<file path="config.mk">
export PLATFORM = sky130hd
export DESIGN_NAME = ibef_error_flags
export DESIGN_NICKNAME = d
export VERILOG_FILES = /design/src/ibef_pkg.sv /design/src/ibef_error_flags.sv
export SDC_FILE = /design/constraint.sdc
export NUM_CORES = 1
export LEC_CHECK = 0
export BUFFER_PORTS_ARGS = -buffer_cell sky130_fd_sc_hd__buf_2
export CAP_MARGIN = 15
export CORE_MARGIN = 10
export CORE_UTILIZATION = 32
export CTS_CLUSTER_DIAMETER = 100
export CTS_CLUSTER_SIZE = 20
export DETAILED_ROUTE_END_ITERATION = 6
export HOLD_SLACK_MARGIN = 0.1
export PLACE_DENSITY_LB_ADDON = 0.12
export SLEW_MARGIN = 20
export SYNTH_ARGS = -nofsm -noshare
export SYNTH_HDL_FRONTEND = slang
export SYNTH_SLANG_ARGS = --single-unit
</file>
<file path="constraint.sdc">
create_clock -name clock -period 8.6 [get_ports clock]
set_input_delay 0.43 -clock clock [delete_from_list [all_inputs] [get_ports clock]]
set_output_delay 0.43 -clock clock [all_outputs]
set_load 0.01 [all_outputs]
</file>
<file path="src/ibef_pkg.sv">
// Package of the board error flag block: register map, bit positions,
// reset values and timing constants.
// Assumes a 32-bit Avalon-MM slave with word-aligned byte addresses.
package ibef_pkg;

    // Register byte offsets
    localparam logic [4:0] IBEF_OFS_ERROR  = 5'h00;
    localparam logic [4:0] IBEF_OFS_STATUS = 5'h04;
    localparam logic [4:0] IBEF_OFS_MASK   = 5'h08;
    localparam logic [4:0] IBEF_OFS_CONFIG = 5'h0C;
    localparam logic [4:0] IBEF_OFS_MONTIM = 5'h10;

    // Error word bit positions
    localparam int IBEF_BIT_WDT      = 0;
    localparam int IBEF_BIT_BUS      = 1;
    localparam int IBEF_BIT_CYC_PROC = 2;
    localparam int IBEF_BIT_DATA     = 3;
    localparam int IBEF_BIT_HOST     = 4;
    localparam int IBEF_BIT_CYC_BRD  = 5;
    localparam int IBEF_BIT_LOAD     = 8;
    localparam int IBEF_BIT_OPCYC    = 9;

    // Bits 00..12 carry details; 06, 07, 10..15 stay zero here
    localparam logic [15:0] IBEF_USED_MASK = 16'h033F;

    // Config register fields
    localparam int IBEF_CFG_VARIANT_LSB = 0;
    localparam int IBEF_CFG_DUPLEX      = 2;
    localparam int IBEF_CFG_MON_EN      = 3;

    // Host variants
    typedef enum logic [1:0] {
        IBEF_VAR_BOARD,
        IBEF_VAR_PROCESS_HOST,
        IBEF_VAR_LOOP_HOST
    } ibef_variant_type;

    // Reset values
    localparam logic [15:0] IBEF_RST_MASK   = 16'h0000;
    localparam logic [3:0]  IBEF_RST_CONFIG = 4'h0;
    localparam logic [23:0] IBEF_RST_MONTIM = 24'h0F4240;

    // Load rate limit in percent and the run of cycles above it
    localparam logic [6:0] IBEF_LOAD_LIMIT_PCT = 7'h50;
    localparam logic [1:0] IBEF_LOAD_RUN       = 2'h3;

    // Host cycle above 20 percent of the minimum operation cycle:
    // host * 100 > min * 20, i.e. host * 5 > min
    localparam logic [2:0] IBEF_OPCYC_FACTOR = 3'h5;

endpackage : ibef_pkg

</file>
<file path="src/ibef_error_flags.sv">
// Board error flag block: collects watchdog, bus, cyclic monitor, data,
// host, load and operation cycle faults into a read-only error word.
// Assumes all condition inputs come from logic on the same clock, and
// that the operation cycle strobe is a one-cycle pulse.
//
// What this block does
// - Bits 00 to 12 of the error word hold the error details; this block holds bits 10 to 12 at zero.
// - A flag reads 1 for an error present, 0 for normal.
// - Bit 00 sets when the watchdog finds the controller faulty.
// - Bit 01 sets on a fault of the internal bus to the host.
// - Cyclic monitor error when the token misses the monitor time.
// - Integrated process host variant reports it on bit 02.
// - Board and loop host variants report it on bit 05.
// - Bit 03 sets when the cold start data check finds corruption.
// - Bit 03 also sets when all block databases fail in duplex.
// - Bit 04 sets when mounted in an unsupported host.
// - Bits 06 and 07 are unused and read zero.
// - Bit 08 sets after three cycles running above 80 percent load.
// - Bit 09 sets in duplex on process host when host cycle too long.
// - Every detected error is recorded in the host-readable word.
//
// Implementation choices: the placing of the registers and the Avalon-MM interface to the registers.
`timescale 1ns/100ps

module ibef_error_flags
    import ibef_pkg::*;
(
    // Clock and reset
    input  wire logic        clock,
    input  wire logic        reset,

    // Avalon-MM slave
    input  wire logic [4:0]  address,
    input  wire logic        read,
    input  wire logic        write,
    input  wire logic [31:0] writedata,
    input  wire logic [3:0]  byteenable,
    output logic      [31:0] readdata,
    output logic             waitrequest,

    // Fault conditions from the controller
    input  wire logic        watchdog_fault,
    input  wire logic        bus_fault,
    input  wire logic        token_sent,
    input  wire logic        token_returned,
    input  wire logic        cold_check_fail,
    input  wire logic        all_db_fail,
    input  wire logic        host_unsupported,

    // Operation cycle evaluation
    input  wire logic        op_cycle_tick,
    input  wire logic [6:0]  loop_controller_load,
    input  wire logic [15:0] host_cycle_time,
    input  wire logic [15:0] min_op_cycle,

    // Results
    output logic      [15:0] board_error_information_word,
    output logic             fatal_error,
    output logic             irq
);

    // All state lives in one record: the bus answer, the error word and
    // its status copy, the control registers and the two small timers.
    // Every top-level output is a field of it or, for waitrequest, the inverse of ack, so each comes from a flop.
    typedef struct packed {
        logic [31:0] rdata;
        logic        ack;
        logic [15:0] err;
        logic [15:0] status;
        logic [15:0] mask;
        logic [3:0]  config_bits;
        logic [23:0] mon_time;
        logic [23:0] mon_count;
        logic        mon_busy;
        logic [1:0]  load_run;
        logic        fatal;
        logic        irq;
    } ibef_state_type;

    // Reset leaves the word clean, the mask closed and the monitor
    // time at its default; the monitor itself stays off until config enables it.
    localparam ibef_state_type IBEF_RST_STATE = '{
        rdata:       32'h0000_0000,
        ack:         1'b0,
        err:         16'h0000,
        status:      16'h0000,
        mask:        IBEF_RST_MASK,
        config_bits: IBEF_RST_CONFIG,
        mon_time:    IBEF_RST_MONTIM,
        mon_count:   24'h000000,
        mon_busy:    1'b0,
        load_run:    2'h0,
        fatal:       1'b0,
        irq:         1'b0
    };

    // Fatal flags per the error word classes
    // Bits 00, 01, 02, 03 and 05 stop the controller; the rest only warn
    localparam logic [15:0] IBEF_FATAL_MASK = 16'h002F;

    ibef_state_type   state;
    ibef_state_type   next_state;
    ibef_variant_type variant;
    logic             duplex;
    logic             mon_en;
    logic             bus_go;
    logic             bus_done;
    logic             rd_clear;
    logic             cyc_timeout;
    logic             load_high;
    logic             opcyc_long;
    logic [18:0]      host_scaled;
    logic [15:0]      new_err;
    logic [15:0]      rise;
    logic [31:0]      wmask;
    logic [31:0]      reg_mux;

    // Config fields; an unused variant code of 3 acts as a board variant
    // for the cyclic monitor, since only code 1 moves the flag to bit 02.
    assign variant = ibef_variant_type'(
        state.config_bits[IBEF_CFG_VARIANT_LSB +: 2]);
    assign duplex  = state.config_bits[IBEF_CFG_DUPLEX];
    assign mon_en  = state.config_bits[IBEF_CFG_MON_EN];

    // One wait state: the request is seen, then answered for one cycle
    assign bus_go   = (read || write) && !state.ack;
    assign bus_done = (read || write) && state.ack;

    // A status read clears only what it has reported to the host
    assign rd_clear = bus_done && read && (address == IBEF_OFS_STATUS);

    // Byte lanes widen to a bit mask so partial writes keep other lanes
    for (genvar lane = 0; lane < 4; lane++) begin : g_lane
        assign wmask[lane*8 +: 8] = {8{byteenable[lane]}};
    end

    // Timeout only while a token is out and has not come back
    // A return in the very cycle the count reaches the limit still wins,
    // so a token that is just in time never raises a fatal flag.
    assign cyc_timeout = mon_en && state.mon_busy && !token_returned
                         && (state.mon_count >= state.mon_time);

    assign load_high = loop_controller_load > IBEF_LOAD_LIMIT_PCT;

    // Widened product: a full-scale host cycle times five cannot overflow
    assign host_scaled = 19'(host_cycle_time) * 19'(IBEF_OPCYC_FACTOR);
    assign opcyc_long  = host_scaled > 19'(min_op_cycle);

    // Next state in one pass. Order matters only at the end: the error
    // word is settled first, then its rising bits feed the status copy,
    // and the interrupt is taken from the status and mask as they will
    // stand after this edge, so irq moves on the same edge as status.
    // The bus answers every access after one wait state: the request is
    // seen at one edge, read data is latched there, and the next edge
    // completes it. Side effects of the bus (writes, the status clear)
    // belong to that completing edge only, so a held request never
    // acts twice.
    always_comb begin
        next_state = state;
        new_err    = state.err;

        // Cyclic monitor timer runs from token hand-out to return
        if (token_sent) begin
            next_state.mon_busy  = 1'b1;
            next_state.mon_count = 24'h000000;
        end else if (token_returned || cyc_timeout) begin
            next_state.mon_busy  = 1'b0;
            next_state.mon_count = 24'h000000;
        end else if (state.mon_busy) begin
            next_state.mon_count = state.mon_count + 24'h000001;
        end

        // Fatal faults latch until reset so the cause is kept
        if (watchdog_fault) begin
            new_err[IBEF_BIT_WDT] = 1'b1;
        end
        if (bus_fault) begin
            new_err[IBEF_BIT_BUS] = 1'b1;
        end
        if (cyc_timeout) begin
            if (variant == IBEF_VAR_PROCESS_HOST) begin
                new_err[IBEF_BIT_CYC_PROC] = 1'b1;
            end else begin
                new_err[IBEF_BIT_CYC_BRD] = 1'b1;
            end
        end
        if (cold_check_fail) begin
            new_err[IBEF_BIT_DATA] = 1'b1;
        end
        if (all_db_fail && duplex) begin
            new_err[IBEF_BIT_DATA] = 1'b1;
        end

        // Host support follows its condition
        new_err[IBEF_BIT_HOST] = host_unsupported;


        // Load and cycle flags are judged once per operation cycle
        // The run counter saturates at three so a long overload keeps
        // the flag up without wrapping back to a quiet value.
        if (op_cycle_tick) begin
            if (!load_high) begin
                next_state.load_run = 2'h0;
            end else if (state.load_run != IBEF_LOAD_RUN) begin
                next_state.load_run = state.load_run + 2'h1;
            end
            new_err[IBEF_BIT_LOAD] = load_high
                && (state.load_run >= IBEF_LOAD_RUN - 2'h1);
            new_err[IBEF_BIT_OPCYC] = opcyc_long && duplex
                && (variant == IBEF_VAR_PROCESS_HOST);
        end

        // Unused and out-of-scope bits are held at zero
        new_err         = new_err & IBEF_USED_MASK;
        next_state.err  = new_err;
        next_state.fatal = |(new_err & IBEF_FATAL_MASK);

        rise = new_err & ~state.err;


        // Bus answer
        // Unmapped offsets read zero and never stall the host
        next_state.ack = bus_go;
        reg_mux        = 32'h0000_0000;
        unique case (address)
            IBEF_OFS_ERROR:  reg_mux = {16'h0000, state.err};
            IBEF_OFS_STATUS: reg_mux = {16'h0000, state.status};
            IBEF_OFS_MASK:   reg_mux = {16'h0000, state.mask};
            IBEF_OFS_CONFIG: reg_mux = {28'h0000000, state.config_bits};
            IBEF_OFS_MONTIM: reg_mux = {8'h00, state.mon_time};
            default:         reg_mux = 32'h0000_0000;
        endcase
        if (bus_go && read) begin
            next_state.rdata = reg_mux;
        end

        // Writes reach only control registers, never the error word
        if (bus_done && write) begin
            unique case (address)
                IBEF_OFS_MASK: begin
                    next_state.mask = 16'((32'(state.mask) & ~wmask)
                                          | (writedata & wmask));
                end
                IBEF_OFS_CONFIG: begin
                    next_state.config_bits = 4'(
                        (32'(state.config_bits) & ~wmask)
                        | (writedata & wmask));
                end
                IBEF_OFS_MONTIM: begin
                    next_state.mon_time = 24'(
                        (32'(state.mon_time) & ~wmask)
                        | (writedata & wmask));
                end
                default: begin
                end
            endcase
        end


        // Status clears on read; a new event in that cycle survives
        // Events after the read data was latched are not yet reported,
        // so only the bits the host has seen are taken away.
        if (rd_clear) begin
            next_state.status = (state.status & ~state.rdata[15:0]) | rise;
        end else begin
            next_state.status = state.status | rise;
        end

        next_state.irq = |(next_state.status & next_state.mask);
    end


    // Synchronous reset; the whole record takes its reset value at once
    // so no field can lag the others by a cycle.
    always_ff @(posedge clock) begin
        if (reset) begin
            state <= IBEF_RST_STATE;
        end else begin
            state <= next_state;
        end
    end

    // Outputs are plain wires from the state record, except waitrequest, which inverts ack
    assign readdata                     = state.rdata;
    assign waitrequest                  = !state.ack;
    assign board_error_information_word = state.err;
    assign fatal_error                  = state.fatal;
    assign irq                          = state.irq;

endmodule // ibef_error_flags

</file>
After elaboration in Yosys (flattened, before gate mapping):

Index checks and enable logic that the tools add are counted.

* bits in registers: 138
* logic and storage cells: 88
* input bits: 92

* magnitude comparators: 4
* bitwise logic cells: 15
* eq/ne operators: 7
* add/subtract/negate cells: 2
* reductions and logical operators: 25
* mux-type cells: 21
* multiply operators: 1

Operators with widths (number)
* $pmux 24 s5: 1
* $mux 24: 3
* $and 16x16->16: 3
* $and 24x24->24: 2
* $or 16x16->16: 3
* $mux 44: 1
* $mux 16: 2
* $not 16->16: 2
* $mux 25: 1
* $add 24x1->24 const B: 1
* $ge 24x24->1: 1
* $not 24->24: 1
* $or 24x24->24: 1
* $gt 19x16->1: 1
* $mul 16x3->19 const B: 1
* $and 10x16->16: 1
* $reduce_or 16->1: 1
* $logic_and 1x1->1: 13
* $eq 5x4->1 const B: 2
* $mux 1: 9
* $gt 7x7->1 const B: 1
* $mux 2: 3
* $reduce_and 2->1: 3
* $eq 5x3->1 const B: 1
* other kinds (15): 17

Logic depth before layout (Yosys ltp):

Gate-level depths: netlist (run 1).

* depth in word-level cells: 10
* depth in mapped cells: 19
* gate-level depth less buffers: 19

Least setup slack after synthesis (run 1):

Ideal clock, no wire load.

* path type: in2reg
* start point: input host_cycle_time[1]
* end point: register state (netlist bit irq)
* buffers on the path: 0
* arrival: 4225 ps
* slack: 4241 ps
* cell stages on the path: 19
* cell sequence: ha_1 ha_1 fa_1 nand3_1 a21boi_1 o21a_1 a221oi_1 inv_1 a21oi_1 xnor2_1 ha_1 a21oi_1 nand2_1 a211o_1 o31ai_1 o31ai_1 or4_1 a32oi_1 o221ai_1

* cells in the longest elaborated chain, start to end: 10
* elaborated cells between the ends (all ways): 11
* classes of those cells: mul (1); order compare (1); mux (2); bitwise (4); reduce/logical (3)

Ends and longest elaborated chain
* from (decl): line ibef_error_flags.sv:53 `input wire logic [15:0] host_cycle_time,`
* $mul 16x3->19 *: line ibef_error_flags.sv:146 `assign host_scaled = 19'(host_cycle_time) * 19'(IBEF_OPCYC_FACTOR);`
* $gt 19x16->1 *: line ibef_error_flags.sv:147 `assign opcyc_long = host_scaled > 19'(min_op_cycle);`
* $logic_and 1x1->1 *: line ibef_error_flags.sv:209 `new_err[IBEF_BIT_OPCYC] = opcyc_long && duplex`
* $logic_and 1x1->1 *: line ibef_error_flags.sv:210 `&& (variant == IBEF_VAR_PROCESS_HOST);`
* $mux 2 *: line ibef_error_flags.sv:201 `if (op_cycle_tick) begin`
* $and 10x16->16 *: line ibef_error_flags.sv:218 `rise = new_err & ~state.err;`
* $or 16x16->16 (on tied branches): line ibef_error_flags.sv:266, ibef_error_flags.sv:264
* $mux 16 *: line ibef_error_flags.sv:263 `if (rd_clear) begin`
* $and 16x16->16 *: line ibef_error_flags.sv:269 `next_state.irq = |(next_state.status & next_state.mask);`
* $reduce_or 16->1 *: line ibef_error_flags.sv:269
* to (signal assigned): line ibef_error_flags.sv:279 `state <= next_state;`
* to (decl): line ibef_error_flags.sv:101 `ibef_state_type state;`

Every way passes the cells marked *; elsewhere a longest branch is shown, timed or not.
A chain may end at the register's enable or synchronous reset.

Final worst setup path (run 1):

Ends and elaborated chain as after synthesis.

==> results of run 1 <==
-- stage by stage --
step           setup slack, ns  hold WS [ns]  power, mW  util (%)
2_1_floorplan             4.24         0.432      0.718         -
3_3_place_gp              3.52         0.438      0.771      35.2
3_5_place_dp              3.52         0.442      0.770      35.2
4_1_cts                   3.95         0.217       1.57      38.1
5_1_grt                   3.61         0.241       1.62      38.2
6_report                  3.99         0.235       1.55      38.2
-- how the worst min path moves through the flow --
stage          depth (start not counted)           end          start
3_3_place_gp                           2  readdata[22]   readdata[22]
6_report                               2      state[4]     token_sent
3_5_place_dp                           2  readdata[20]   readdata[20]
2_1_floorplan                          2     state[79]      state[79]
4_1_cts                                2      state[4]     token_sent
5_1_grt                                3          flop  writedata[18]
-- worst max-delay path, cell delays in order --
cell and delay (ns):
buf_2 0.11, ha_1 0.29, ha_1 0.24, fa_1 0.41
nand3_1 0.12, a21boi_1 0.07, o21a_1 0.21, a221oi_1 0.54
inv_1 0.09, a21oi_1 0.19, xnor2_1 0.14, ha_1 0.28
a21oi_1 0.15, nand2_1 0.06, a211o_1 0.29, o31ai_1 0.27
o31ai_1 0.12, or4_1 0.49, a32oi_1 0.28, o221ai_1 0.13
-- cell families after synthesis --
| kind of cell | count (synthesis) | synth area share (%) |
|---|---|---|
| buffers and inverters | 128 | 9.41 |
| flip-flops | 122 | 34.1 |
| AO/OA/AOI/OAI | 165 | 14.7 |
| AND/OR/NAND/NOR | 327 | 20.3 |
| XOR/XNOR | 34 | 4.16 |
| adder cells (fa/ha/maj) | 72 | 12.7 |
| multiplexers | 33 | 4.62 |
| other | 1 | 0.0524 |
-- final cells by class --
type / instances / area [sq um] / share of cell area [%]
Inverter: 50 / 188 / 2.25
Clock inverter: 12 / 195 / 2.34
Tap cell: 280 / 350 / 4.19
Clock buffer: 20 / 457 / 5.47
Multi-Input combinational cell: 647 / 4110 / 49.2
Timing Repair Buffer: 121 / 616 / 7.37
Sequential cell: 122 / 2440 / 29.2
-- layer usage --
metal  global-route usage [%]  wire, um
met5                        0         0
met1                     18.6     10000
met3                     3.91      1020
met4                     3.79       225
met2                     21.7      9280
-- synth_stat cells (all sizes together), types with 15 or more instances --
cell / number / area share (%)
a21oi: 76 / 5.3
xnor2: 16 / 2.0
clkbuf: 27 / 1.4
ha: 71 / 12
xor2: 18 / 2.2
nor2: 131 / 6.9
nand2: 101 / 5.3
nand4: 15 / 1.3
mux2i: 33 / 4.6
nand3: 33 / 2.3
buf: 51 / 5.4
dfxtp: 122 / 34
inv: 49 / 2.6
-- power breakdown --
| group | internal [mW] | switching (mW) | leakage [nW] | total (mW) |
|---|---|---|---|---|
| Clock | 0.528 | 0.265 | 0.320 | 0.793 |
| Combinational | 0.0760 | 0.108 | 2.36 | 0.184 |
| Sequential | 0.570 | 0.00452 | 0.986 | 0.575 |
==> results.ini, run 1 <==
[run_status]
status = completed

[power]
powerDensity_mw_per_mm2 = 186
leakage_nw = 3.66
irDropWorstVdd_mv = 0.0973

[clock_tree]
post_cts_resized = 0
cts_made_buffers = 17
cts.clk_slew.worst_paths_ns = 0.06
post-cts-setup-buffers = 0
clk_latency_ns = 0.42
cts_sinks = 122
cts_tree = built
clockRootBuffer = clkbuf_16
cts_buffer_depth = 2
holdBufCountCts = 0
htree_levels = 4

[global_route]
grt_max_degree = 90
grt_overflow = 0
grt_use_total_pct = 14.0
antenna_found_initial = 0
grt_pass1_vias = 6127
grt_pass1_wl_mm = 32.4

[floorplan]
io_pins = 143
die_h_um = 170
core_sq_mm = 0.0219
num_rows = 54
dieArea_sq_mm = 0.0287
fp.dieW_um = 170
start_util_pct = 32.7

[critical_path]
rr_worst_depth = 10
path_class = in -> reg
crit_required_ns = 8.89
critPathLaunchType = primary input
r2r_slack_ns = 5.58
r2r-end = state[6]
crit_path_max_fanout = 4
crit_arrival_ns = 4.90
worstSetupStartpoint = host_cycle_time[1]
endpoint_kind = flop
crit_path_end = irq

[drt]
totalWireLength_mm = 20.5
detail_route.iter0.violations = 338
ant_nets = 0
dr_total_vias = 6163
dr.pass1.iters = 6
drc = 0
routed_via_density = 4.92
wl_per_cell_um = 16.4

[final_layout]
nFillCells = 2369
final_cell_area_sq_mm = 0.00835
drive_gt1_share_pct = 16.3
finalNetCount = 1123
final_cell_mix = nor2_1, dfxtp_1, buf_2
antennaDiodeCount = 0
mostFrequentLayoutCell = nor2_1
fin_cells = 1252
syn_to_final_growth_pct = 16.8

[timing]
fmax_mhz = 217
tightest_slew_ns = 1.05
hold_viol = 0
setup_viol = 0
finalSetupTns_ns = 0
slew_violations = 0
fin_crit_sh_pct = 53.6
layout_min_cycle_time_ns = 4.61
rsz0062_at_grt = no
skew_ns = 0.00778
relSlewSlack_pct = 29.4

[synth]
syn_area_per_cell_sq_um = 8.11
async_flop_share_pct = 0
synth_warnings = 0
ys.flop_type = dfxtp_1
ys_ff_latch = 122
netlist_instances = 882
yosysUniqueCellTypes = 61
synth-seq-area-share_pct = 34.1
syn_area_sq_mm = 0.00715
synth_edf_count = 0

[placement]
dp_hpwl_mm = 15.7
routabilityCongestion = 0.786
placedCellCount = 1220
dpl_cell_area_sq_mm = 0.00770
port_buffers = 117

[min_path]
hold_class = in -> reg

[job]
maxCapViolations = 0

Note: power is estimated with default switching activity, not from simulation.
==> inputs of run 2 (changes only) <==
clock period = 4.62 ns   (was 8.6 ns; I/O delays follow)
==> results.ini, run 2 (synthesized netlist as in run 1, its figures left out) <==
[placement]
routabilityCongestion = 0.799
dp_hpwl_mm = 15.9
dpl_worst_slack_ns = -0.0346
placedCellCount = 1222
port_buffers = 117

[run_status]
status = completed

[power]
comb_power_share_pct = 12.3
p_seq_share_pct = 36.7
leakage_nw = 3.79
powerDensity_mw_per_mm2 = 337
power.internal_mw = 2.20
irDropWorstVdd_mv = 0.210
p_switching_mw = 0.711
swShare_pct = 24.4
clockPowerShare_pct = 51.0

[drt]
dr.pass1.iters = 5
dr_total_vias = 6318
wl_per_cell_um = 16.1
ant_nets = 0
totalWireLength_mm = 20.6
drc = 0
detail_route.iter0.violations = 291
routed_via_density = 4.93

[min_path]
hold_class = in -> reg
hold_start = writedata[0]

[timing]
finalSetupTns_ns = 0
fin_crit_sh_pct = 90.2
hold_viol = 0
slew_violations = 0
tightest_slew_ns = 1.11
setup_slack_ns = 0.452
layout_min_cycle_time_ns = 4.17
relSlewSlack_pct = 25.9
skew_ns = 0.00985
rsz0062_at_grt = no
fmax_mhz = 240
setup_viol = 0

[floorplan]
num_rows = 54
fp.dieW_um = 170
start_util_pct = 32.7
io_pins = 143
dieArea_sq_mm = 0.0287
core_sq_mm = 0.0219
die_h_um = 170

[final_layout]
syn_to_final_growth_pct = 20.8
mostFrequentLayoutCell = nor2_1
finalNetCount = 1153
fin_cells = 1282
final_cell_mix = nor2_1, dfxtp_1, buf_2
antennaDiodeCount = 0
drive_gt1_share_pct = 15.9

[critical_path]
crit_path_max_fanout = 3
path_class = in -> reg
critPathLaunchType = primary input
crit_required_ns = 4.91
endpoint_kind = flop
crit_arrival_ns = 4.45
reg2reg_from = state[105]
worstSetupStartpoint = host_cycle_time[1]

[clock_tree]
cts.clk_slew.worst_paths_ns = 0.06
cts_tree = built
htree_levels = 4
cts_sinks = 122
clockRootBuffer = clkbuf_16
holdBufCountCts = 28
clk_latency_ns = 0.42
post_cts_resized = 0
post-cts-setup-buffers = 0
cts_buffer_depth = 2
cts_made_buffers = 17

[global_route]
grt_pass1_wl_mm = 33.4
grt_max_degree = 48
grt_overflow = 0
grt_use_total_pct = 14.3
grt_pass1_vias = 6388
antenna_found_initial = 0

[job]
maxCapViolations = 0

run 2: cell count changes in the layout (fill, tap and decap cells not counted):
cell and change:
dlygate4sd3_1 +28, buf_4 +2, a2111oi_1 +1, a2111oi_2 -1
run 2: worst paths after layout:
kind	endpoint	slack [ns]	cells after the start
worst min register to register	readdata[23]	0.44	2
worst min-delay path	flop	0.11	3
worst max-delay path	irq	0.45	20
worst max register to register	irq	1.72	8
run 2: power by group through the flow:
stage / clock network, mW / logic [mW] / registers, mW
finish: 1.49 / 0.358 / 1.07
global route: 1.56 / 0.413 / 1.07
CTS: 1.50 / 0.364 / 1.07
detailed placement: 0 / 0.341 / 1.09
global placement: 0 / 0.346 / 1.09
floorplan: 0 / 0.246 / 1.09
run 2: stage by stage:
stage                     power [mW]  hold WS (ns)  cell area, sq um  utilization [%]
after floorplan                 1.34         0.347              7210                -
after global placement          1.44         0.439              7710             35.2
after detailed placement        1.43         0.441              7710             35.2
after CTS                       2.94         0.101              8640             39.5
after global routing            3.04         0.110              8640             39.5
final                           2.91         0.108              8640             39.5
run 2: final cells by class:
| class | instances | area, sq um |
|---|---|---|
| clock inverters | 12 | 195 |
| inverters | 50 | 188 |
| flip-flops and latches | 122 | 2440 |
| fillers | 2362 | 13200 |
| repair buffers | 151 | 911 |
| clock buffers | 20 | 457 |
| well taps | 280 | 350 |
| multi-input cells | 647 | 4100 |
run 2: worst max-delay path: stages:
cell and delay [ns]:
buf_2 0.11, ha_1 0.29, ha_1 0.24, fa_1 0.42, nand3_1 0.12, a21boi_1 0.07
o21a_1 0.20, a221oi_1 0.33, inv_1 0.07, a21oi_1 0.18, xnor2_1 0.14, ha_1 0.27
a21oi_1 0.15, nand2_1 0.06, a211o_1 0.29, o31ai_1 0.28, o31ai_1 0.11, or4_1 0.48
a32oi_1 0.27, o221ai_1 0.13
run 2: routing by layer:
layer | part of all wire (%) | global-route usage (%) | up-vias
met5 | 0 | 0 | -
met4 | 0.91 | 3.60 | 0
met3 | 4.2 | 3.45 | 11
met2 | 46 | 22.5 | 125
met1 | 49 | 19.1 | 2955
li1 | - | - | 3227
